--- config.mk ---
export PLATFORM = sky130hd
export DESIGN_NAME = ctp_tx_port_ctrl
export DESIGN_NICKNAME = d
export VERILOG_FILES = /design/src/ctp_pkg.sv /design/src/ctp_tx_port_ctrl.sv
export SDC_FILE = /design/constraint.sdc
export NUM_CORES = 1
export LEC_CHECK = 0
export BUFFER_PORTS_ARGS = -buffer_cell sky130_fd_sc_hd__buf_2
export CORE_ASPECT_RATIO = 1.25
export CORE_MARGIN = 3
export CORE_UTILIZATION = 30
export DETAILED_ROUTE_END_ITERATION = 6
export GPL_TIMING_DRIVEN = 0
export HOLD_SLACK_MARGIN = 0.15
export SLEW_MARGIN = 25
export SYNTH_ARGS = -nofsm -noshare
export SYNTH_HDL_FRONTEND = slang
export SYNTH_SLANG_ARGS = --single-unit
--- constraint.sdc ---
create_clock -name clk_i -period 2.3 [get_ports clk_i]
set_input_delay 0.115 -clock clk_i [delete_from_list [all_inputs] [get_ports clk_i]]
set_output_delay 0.115 -clock clk_i [all_outputs]
set_load 0.005 [all_outputs]
--- src/ctp_pkg.sv ---
/*
 * Shared constants and types for the camera-serial transmit port control.
 * Assumes an 8-bit register port fed by the host serial control port logic.
 */
package ctp_pkg;
	// ==========================================================
	// Register map
	localparam logic [7:0] CTP_OFS_PORT_SELECT = 8'h32;
	localparam logic [7:0] CTP_OFS_OUTPUT_CTRL = 8'h33;
	localparam logic [7:0] CTP_OFS_CALIB_CTRL = 8'h34;
	localparam logic [7:0] CTP_RST_PORT_SELECT = 8'h00;
	localparam logic [7:0] CTP_RST_OUTPUT_CTRL = 8'h00;
	localparam logic [7:0] CTP_RST_CALIB_CTRL = 8'h00;
	// Writable bit masks; other bits are reserved and read zero
	localparam logic [7:0] CTP_MSK_PORT_SELECT = 8'h01;
	localparam logic [7:0] CTP_MSK_OUTPUT_CTRL = 8'h7F;
	localparam logic [7:0] CTP_MSK_CALIB_CTRL = 8'h3F;
	// ==========================================================
	// Field positions
	localparam int CTP_BIT_WRITE_PORT0 = 0;
	localparam int CTP_BIT_OUT_ENABLE = 0;
	localparam int CTP_BIT_CONT_CLOCK = 1;
	localparam int CTP_POS_FORCED_STOP = 2;
	localparam int CTP_POS_LANE_COUNT = 4;
	localparam int CTP_BIT_INIT_CAL = 6;
	localparam int CTP_BIT_CAL_PERIODIC = 0;
	localparam int CTP_BIT_CAL_SINGLE = 1;
	localparam int CTP_BIT_PATTERN_INV = 2;
	localparam int CTP_BIT_PASS_MODE = 3;
	localparam int CTP_POS_CAL_LEN = 4;
	// ==========================================================
	// Field codes and sequence lengths in bits
	localparam logic [1:0] CTP_STOP_NORMAL = 2'h0;
	localparam logic [1:0] CTP_STOP_DATA = 2'h1;
	localparam logic [1:0] CTP_STOP_ALL = 2'h3;
	localparam logic [15:0] CTP_CAL_LEN_0 = 16'h0400;
	localparam logic [15:0] CTP_CAL_LEN_1 = 16'h1000;
	localparam logic [15:0] CTP_CAL_LEN_2 = 16'h4000;
	localparam logic [15:0] CTP_CAL_LEN_3 = 16'h8000;
	localparam int CTP_NUM_RX = 4;
	// ==========================================================
	// Types
	typedef enum logic [3:0] {
		CTP_ST_OFF = 4'h1,
		CTP_ST_INIT = 4'h2,
		CTP_ST_RUN = 4'h4,
		CTP_ST_CAL = 4'h8
	} ctp_state_t;
	typedef struct packed {
		logic wr;
		logic rd;
		logic [7:0] addr;
		logic [7:0] wdata;
	} ctp_reg_req_t;
endpackage

--- src/ctp_tx_port_ctrl.sv ---
/*
 * Transmit port control: port select, output control and calibration
 * control registers, lane and stop-state selection, continuous clock,
 * skew-calibration sequencer and pass indication.
 * Assumes the register port and event strobes share clk_i; receive-port
 * valid flags and the lane bit clock come from other domains.
 */
// Notes on behaviour
// - Port-specific registers take writes only while port 0 write enable is set.
// - One write updates every enabled transmit port copy at once.
// - Initial calibration enabled sends a skew sequence before any high-speed data.
// - Lane-count code 00,01,10,11 gives four, three, two, one lanes.
// - Stop code 01 forces LP00 on data, 11 on data and clock.
// - Continuous clock starts only after the first packet is sent.
// - Output driven only while output enable bit is one.
// - Periodic length code gives 1024, 4096, 16384 or 32768 bits.
// - Pass mode zero means any enabled port valid, one means all.
// - Skew pattern alternates starting with 0, inverted when invert bit set.
// - Single-calibration write sends one periodic-length sequence at next idle.
// - Single-calibration bit clears itself once its sequence is sent.
// - Periodic calibration sends a sequence after each Frame End.
// - Pass shows active valid delivery and clears on transmission error.
`timescale 1ns/1ns
module ctp_tx_port_ctrl
	import ctp_pkg::*;
#(
	parameter int CAL_LEN_SHIFT = 0
) (
	// Clock and reset
	input wire logic clk_i,
	input wire logic rst_n_i,
	// Register port
	input wire ctp_reg_req_t reg_req_i,
	output logic [7:0] reg_rdata_o,
	// Transmit events, same clock
	input wire logic packet_sent_i,
	input wire logic frame_end_sent_i,
	input wire logic link_idle_i,
	input wire logic tx_error_i,
	// Asynchronous inputs
	input wire logic lane_bit_clk_i,
	input wire logic [CTP_NUM_RX-1:0] rx_port_enable_i,
	input wire logic [CTP_NUM_RX-1:0] rx_video_valid_i,
	// Lane control
	output logic tx_enable_o,
	output logic [3:0] lanes_active_o,
	output logic data_lp00_o,
	output logic clk_lp00_o,
	output logic clock_continuous_o,
	output logic hs_data_allowed_o,
	output logic skew_active_o,
	output logic skew_bit_o,
	output logic pass_o
);
	// ==========================================================
	// Input synchronisers
	logic [CTP_NUM_RX-1:0] vld_s1_ff, vld_s2_ff;
	logic [CTP_NUM_RX-1:0] pen_s1_ff, pen_s2_ff;
	logic bclk_s1_ff, bclk_s2_ff, bclk_prev_ff;
	logic bit_edge;
	always_ff @(posedge clk_i or negedge rst_n_i) begin
		if (!rst_n_i) begin
			vld_s1_ff <= '0;
			vld_s2_ff <= '0;
			pen_s1_ff <= '0;
			pen_s2_ff <= '0;
			bclk_s1_ff <= 1'b0;
			bclk_s2_ff <= 1'b0;
			bclk_prev_ff <= 1'b0;
		end else begin
			vld_s1_ff <= rx_video_valid_i;
			vld_s2_ff <= vld_s1_ff;
			// Port enables come from another domain as well
			pen_s1_ff <= rx_port_enable_i;
			pen_s2_ff <= pen_s1_ff;
			bclk_s1_ff <= lane_bit_clk_i;
			bclk_s2_ff <= bclk_s1_ff;
			bclk_prev_ff <= bclk_s2_ff;
		end
	end
	assign bit_edge = bclk_s2_ff & ~bclk_prev_ff;

	// ==========================================================
	// Registers
	logic [7:0] sel_ff, ctl_ff, cal_ff, rdata_ff;
	logic [7:0] nxt_sel, nxt_ctl, nxt_cal, nxt_rdata;
	logic [0:0] port_wr_en;
	logic wr_ctl, wr_cal, cal_done;
	ctp_state_t st_ff, nxt_st;
	logic per_pend_ff, nxt_per_pend;

	// Single port here; a wider vector would fan one write to each copy
	assign port_wr_en = sel_ff[CTP_BIT_WRITE_PORT0 +: 1];
	assign wr_ctl = reg_req_i.wr && reg_req_i.addr == CTP_OFS_OUTPUT_CTRL &&
		port_wr_en[0];
	assign wr_cal = reg_req_i.wr && reg_req_i.addr == CTP_OFS_CALIB_CTRL &&
		port_wr_en[0];

	always_comb begin
		nxt_sel = sel_ff;
		nxt_ctl = ctl_ff;
		nxt_cal = cal_ff;
		nxt_rdata = rdata_ff;
		if (reg_req_i.wr && reg_req_i.addr == CTP_OFS_PORT_SELECT) begin
			nxt_sel = reg_req_i.wdata & CTP_MSK_PORT_SELECT;
		end
		if (wr_ctl) begin
			nxt_ctl = reg_req_i.wdata & CTP_MSK_OUTPUT_CTRL;
		end
		// A write of one in the completion cycle keeps the request
		if (cal_done && st_ff == CTP_ST_CAL) begin
			nxt_cal[CTP_BIT_CAL_SINGLE] = 1'b0;
		end
		if (wr_cal) begin
			nxt_cal = reg_req_i.wdata & CTP_MSK_CALIB_CTRL;
			if (cal_done && st_ff == CTP_ST_CAL &&
				!reg_req_i.wdata[CTP_BIT_CAL_SINGLE]) begin
				nxt_cal[CTP_BIT_CAL_SINGLE] = 1'b0;
			end
		end
		if (reg_req_i.rd) begin
			if (reg_req_i.addr == CTP_OFS_PORT_SELECT) begin
				nxt_rdata = sel_ff;
			end else if (reg_req_i.addr == CTP_OFS_OUTPUT_CTRL) begin
				nxt_rdata = ctl_ff;
			end else if (reg_req_i.addr == CTP_OFS_CALIB_CTRL) begin
				nxt_rdata = cal_ff;
			end else begin
				nxt_rdata = 8'h00;
			end
		end
	end

	always_ff @(posedge clk_i or negedge rst_n_i) begin
		if (!rst_n_i) begin
			sel_ff <= CTP_RST_PORT_SELECT;
			ctl_ff <= CTP_RST_OUTPUT_CTRL;
			cal_ff <= CTP_RST_CALIB_CTRL;
			rdata_ff <= 8'h00;
		end else begin
			sel_ff <= nxt_sel;
			ctl_ff <= nxt_ctl;
			cal_ff <= nxt_cal;
			rdata_ff <= nxt_rdata;
		end
	end
	assign reg_rdata_o = rdata_ff;

	// ==========================================================
	// Lane, stop state and continuous clock
	logic en;
	logic [1:0] lane_code, stop_code, len_code;
	logic [3:0] nxt_lanes;
	logic nxt_dlp, nxt_clp, cont_ff, nxt_cont;
	logic lanes_dlp_clp_unused;
	assign en = ctl_ff[CTP_BIT_OUT_ENABLE];
	assign lane_code = ctl_ff[CTP_POS_LANE_COUNT +: 2];
	assign stop_code = ctl_ff[CTP_POS_FORCED_STOP +: 2];
	assign len_code = cal_ff[CTP_POS_CAL_LEN +: 2];

	always_comb begin
		case (lane_code)
			2'h0: nxt_lanes = 4'hF;
			2'h1: nxt_lanes = 4'h7;
			2'h2: nxt_lanes = 4'h3;
			default: nxt_lanes = 4'h1;
		endcase
		if (!en) begin
			nxt_lanes = 4'h0;
		end
		// Reserved stop code 10 behaves as normal operation
		nxt_dlp = en && (stop_code == CTP_STOP_DATA ||
			stop_code == CTP_STOP_ALL);
		nxt_clp = en && stop_code == CTP_STOP_ALL;
		nxt_cont = cont_ff;
		if (!en || !ctl_ff[CTP_BIT_CONT_CLOCK]) begin
			nxt_cont = 1'b0;
		end else if (packet_sent_i) begin
			nxt_cont = 1'b1;
		end
	end

	always_ff @(posedge clk_i or negedge rst_n_i) begin
		if (!rst_n_i) begin
			lanes_active_o <= 4'h0;
			data_lp00_o <= 1'b0;
			clk_lp00_o <= 1'b0;
			cont_ff <= 1'b0;
			tx_enable_o <= 1'b0;
		end else begin
			lanes_active_o <= nxt_lanes;
			data_lp00_o <= nxt_dlp;
			clk_lp00_o <= nxt_clp;
			cont_ff <= nxt_cont;
			tx_enable_o <= en;
		end
	end
	assign clock_continuous_o = cont_ff;

	// ==========================================================
	// Skew-calibration sequencer
	logic [15:0] len_bits, bit_cnt_ff, nxt_bit_cnt;
	logic cal_req, cal_bits_done;
	always_comb begin
		case (len_code)
			2'h0: len_bits = CTP_CAL_LEN_0 >> CAL_LEN_SHIFT;
			2'h1: len_bits = CTP_CAL_LEN_1 >> CAL_LEN_SHIFT;
			2'h2: len_bits = CTP_CAL_LEN_2 >> CAL_LEN_SHIFT;
			default: len_bits = CTP_CAL_LEN_3 >> CAL_LEN_SHIFT;
		endcase
	end
	assign cal_bits_done = bit_edge && bit_cnt_ff == len_bits - 16'h0001;
	assign cal_done = cal_bits_done;
	// One sequence serves both pending kinds
	assign cal_req = cal_ff[CTP_BIT_CAL_SINGLE] | per_pend_ff;

	always_comb begin
		nxt_st = st_ff;
		nxt_bit_cnt = bit_cnt_ff;
		nxt_per_pend = per_pend_ff;
		if (frame_end_sent_i && cal_ff[CTP_BIT_CAL_PERIODIC]) begin
			nxt_per_pend = 1'b1;
		end else if (st_ff == CTP_ST_CAL && cal_bits_done) begin
			nxt_per_pend = 1'b0;
		end
		if (!cal_ff[CTP_BIT_CAL_PERIODIC]) begin
			nxt_per_pend = 1'b0;
		end
		if ((st_ff == CTP_ST_INIT || st_ff == CTP_ST_CAL) && bit_edge) begin
			nxt_bit_cnt = bit_cnt_ff + 16'h0001;
		end
		case (st_ff)
			CTP_ST_OFF: begin
				nxt_bit_cnt = 16'h0000;
				if (en && ctl_ff[CTP_BIT_INIT_CAL]) begin
					nxt_st = CTP_ST_INIT;
				end else if (en) begin
					nxt_st = CTP_ST_RUN;
				end
			end
			CTP_ST_INIT: begin
				if (cal_bits_done) begin
					nxt_st = CTP_ST_RUN;
				end
			end
			CTP_ST_RUN: begin
				nxt_bit_cnt = 16'h0000;
				if (cal_req && link_idle_i) begin
					nxt_st = CTP_ST_CAL;
				end
			end
			CTP_ST_CAL: begin
				if (cal_bits_done) begin
					nxt_st = CTP_ST_RUN;
				end
			end
			default: nxt_st = CTP_ST_OFF;
		endcase
		if (!en) begin
			nxt_st = CTP_ST_OFF;
		end
	end

	always_ff @(posedge clk_i or negedge rst_n_i) begin
		if (!rst_n_i) begin
			st_ff <= CTP_ST_OFF;
			bit_cnt_ff <= 16'h0000;
			per_pend_ff <= 1'b0;
		end else begin
			st_ff <= nxt_st;
			bit_cnt_ff <= nxt_bit_cnt;
			per_pend_ff <= nxt_per_pend;
		end
	end
	assign skew_active_o = st_ff == CTP_ST_INIT || st_ff == CTP_ST_CAL;
	assign hs_data_allowed_o = st_ff == CTP_ST_RUN;
	assign skew_bit_o = skew_active_o &
		(bit_cnt_ff[0] ^ cal_ff[CTP_BIT_PATTERN_INV]);

	// ==========================================================
	// Pass indication
	logic any_ok, all_ok, nxt_pass, pass_ff;
	logic [CTP_NUM_RX-1:0] ok_vec;
	assign ok_vec = pen_s2_ff & vld_s2_ff;
	assign any_ok = |ok_vec;
	assign all_ok = |pen_s2_ff && ok_vec == pen_s2_ff;
	assign nxt_pass = en && !tx_error_i &&
		(cal_ff[CTP_BIT_PASS_MODE] ? all_ok : any_ok);
	always_ff @(posedge clk_i or negedge rst_n_i) begin
		if (!rst_n_i) begin
			pass_ff <= 1'b0;
		end else begin
			pass_ff <= nxt_pass;
		end
	end
	assign pass_o = pass_ff;
endmodule // ctp_tx_port_ctrl

==> flow_metrics.tcl <==
set metrics [dict create \
    whs_ns 0.180 \
    synth_top_area_share_pct 55.2 \
    clk_latency_ns 0.33 \
    critPathMaxStageDelay_ns 0.61 \
    synth_most_common_cell "dfrtp_1" \
    cp_slowest_cell "dlygate4sd3_1" \
    synth_edf_count 0 \
    avgSynthCellArea_um2 11.9 \
    vias 2329 \
    cp_max_fo 5 \
    synth_cell_types 61 \
    cts_tree "built" \
    nets 380 \
    crit_path_end "reg_rdata_o[3]" \
    synth_area_um2 3080 \
    syn-num-nets 293 \
    finClkSkew_ns 0.00912 \
    drive_gt1_share_pct 28.3 \
    arrival_ns 2.36 \
    holdCritPathClass "input port to register" \
    port_buffers 50 \
    grt_pass1_wl_mm 11.8 \
    crit_chain "dlygate4sd3_1 -> buf_2 -> nor4b_2 -> dlygate4sd3_1 -> nand3_1 -> nor3_2 -> a221o_1" \
    first_iter_violations 117 \
    hold_path_depth 3 \
    synth_commonest_cells "dfrtp_1, nand2_1, nand3_1, mux2_2" \
    die_y_um 119 \
    path_clk_slew_ns 0.06 \
    total_power_w 0.00284 \
    synth_cells 258 \
    core_um2 9810 \
    ant_nets 0 \
    setup_tns_ns 0 \
    slew_violations 0 \
    synth_top_cell_by_area "dfrtp_1" \
    grt_max_degree 55 \
    die-area_um2 11500 \
    synth_compound_area_share_pct 12.8 \
    antenna_found_initial 0 \
    gp_congestion 0.762 \
    setup_ws_ns 0.201 \
    yosys.area_share.simple_pct 17.5 \
    drc_errors 0 \
    ys.flop_type "dfrtp_1" \
    max_freq_mhz 476 \
    critPathLaunchType "input port" \
    outcome "completed" \
    cp.required_ns 2.56 \
    synthAdderAreaFrac_pct 0.812 \
    cts_made_buffers 9 \
    h-tree-depth 3 \
    final_hold_viol_count 0 \
    reg2regPathDepth 6 \
    p_leak_nw 1.89 \
    period_needed_ns 2.10 \
    root_buffer "clkbuf_16" \
    hpwl_mm 4.78 \
    place_inst 435 \
    synth_xor_area_share_pct 2.23 \
    synthTopCellsByArea "dfrtp_1, mux2_2, mux2i_1" \
    totalWireLength_mm 6.87 \
    crit_path_start "reg_req_i[15]" \
    yosys_warnings 0 \
    min_period_over_period_pct 91.3 \
    synth_top_family_by_area "simple AND/OR/NAND/NOR gates" \
    pin_count 53 \
    r2r_slack_ns 0.34 \
    wl_per_cell_um 14.4 \
    grt_usage_pct 12.5 \
    synth.mux.area_fraction_pct 7.67 \
    first_pass_iters 4 \
    yosysSeqAreaShare_pct 56.0 \
    antenna_cells 0 \
    ys_ff_latch 69 \
    routed_via_density 4.89 \
    dp_slack_ns 0.323 \
    crit_type "input port to register" \
    grt.overflow.total 0 \
    r2r_end "st_ff[3]" \
    nFillCells 948 \
    initial_core_util_pct 31.4 \
    worst_slew_pin_slew_ns 0.583 \
    end_kind "register" \
    fin_cells 476 \
    area_growth_pct 33.0 \
    crit_top_cell "dlygate4sd3_1" \
    peakVddDrop_mv 0.537 \
    die_x_um 96.7 \
    rsz0062_at_grt "no" \
    grt_pass1_vias 2429 \
    timing.rr.start "cal_ff[5]" \
    setup_viol_count_final 0 \
    drv_cap 0 \
    cts_sinks 69 \
    async_flop_share_pct 100 \
    p_per_area_nw_per_um2 693 \
    num_rows 40 \
    max_slew_margin_pct 61.1 \
    clockBufferDepth 2 \
]
critical path: cells and delay by family:
kind	cells	cell delay (ns)
and+or+nand+nor	3	0.75
AOI/OAI and AO/OA	1	0.22
buffers and inverters	3	1.26
area by class of cell:
cell class	instances	area (µm²)	area share, %
multi-input cells	173	1270	31.0
repair buffers	76	531	12.9
clock buffers	9	225	5.49
plain buffers	7	53.8	1.31
flip-flops and latches	69	1730	42.1
clock inverters	7	98.8	2.41
well taps	126	158	3.84
inverters	9	33.8	0.824
report_power, final:
part | internal, W | leakage, nW | switching [W]
clock network | 0.000954 | 0.156 | 0.000526
registers | 0.00123 | 0.917 | 0.00000872
logic | 0.0000635 | 0.816 | 0.0000569
total | 0.00225 | 1.89 | 0.000592
registers in the layout, summed over array words and instances (netlist names), 4 cells and up:
register and flops:
pen_s1_ff 4, vld_s2_ff 4, ctl_ff 7, reg_rdata_o 7
cal_ff 6, lanes_active_o 4, bit_cnt_ff 16, pen_s2_ff 4
st_ff 4, vld_s1_ff 4
through the flow:
stage | util (%) | area (µm²)
6_report | 41.8 | 4100
5_1_grt | 41.8 | 4100
4_1_cts | 41.7 | 4100
3_5_place_dp | 35.9 | 3520
3_3_place_gp | 35.6 | 3490
2_1_floorplan | - | 3080
how the worst min path moves through the flow:
stage / startpoint / to
floorplan: rst_n_i / bclk_prev_ff
global placement: rx_video_valid_i[3] / vld_s1_ff[3]
detailed placement: rst_n_i / vld_s1_ff[3]
CTS: reg_req_i[16] / reg_rdata_o[1]
global route: rst_n_i / vld_s1_ff[3]
finish: reg_req_i[16] / reg_rdata_o[0]
timing repair:
action                                  in CTS  in global routing
resized for setup                            0                  1
endpoints found under the setup margin       0                  5
hold buffers                                25                  0
buffers inserted                             0                  0
hold endpoints to repair                    96                  0
metal layers:
layer  up-vias  part of all wire [%]  GRT usage, %
li1       1130                     -             -
met1      1134                    42          14.7
met2        55                    52          21.8
met3        10                   4.7          3.16
met4         0                   1.7          4.83
met5         -                     0             0
placed cells by master, fill, tap and decap left out, types with 5 or more instances in the layout:
master,instances
nor2_1,8
nand2b_1,8
mux2i_1,9
mux2_2,13
a21oi_1,9
nand4_1,6
inv_1,9
dfrtp_1,68
dlygate4sd3_1,25
nand3_1,15
buf_2,50
clkbuf_16,9
and2_1,5
and3_1,5
nand2_1,17
nor2b_1,5
o21ai_0,7
o31ai_1,5
kinds of logic after synthesis:
kind of cell             count (synthesis)
flip-flops                              69
adder cells (fa/ha/maj)                  2
multiplexers                            22
buffers and inverters                   16
AND/OR/NAND/NOR                         92
AO/OA/AOI/OAI                           49
XOR/XNOR                                 7
other                                    1
No activity file was read; power rests on OpenSTA's default activity.
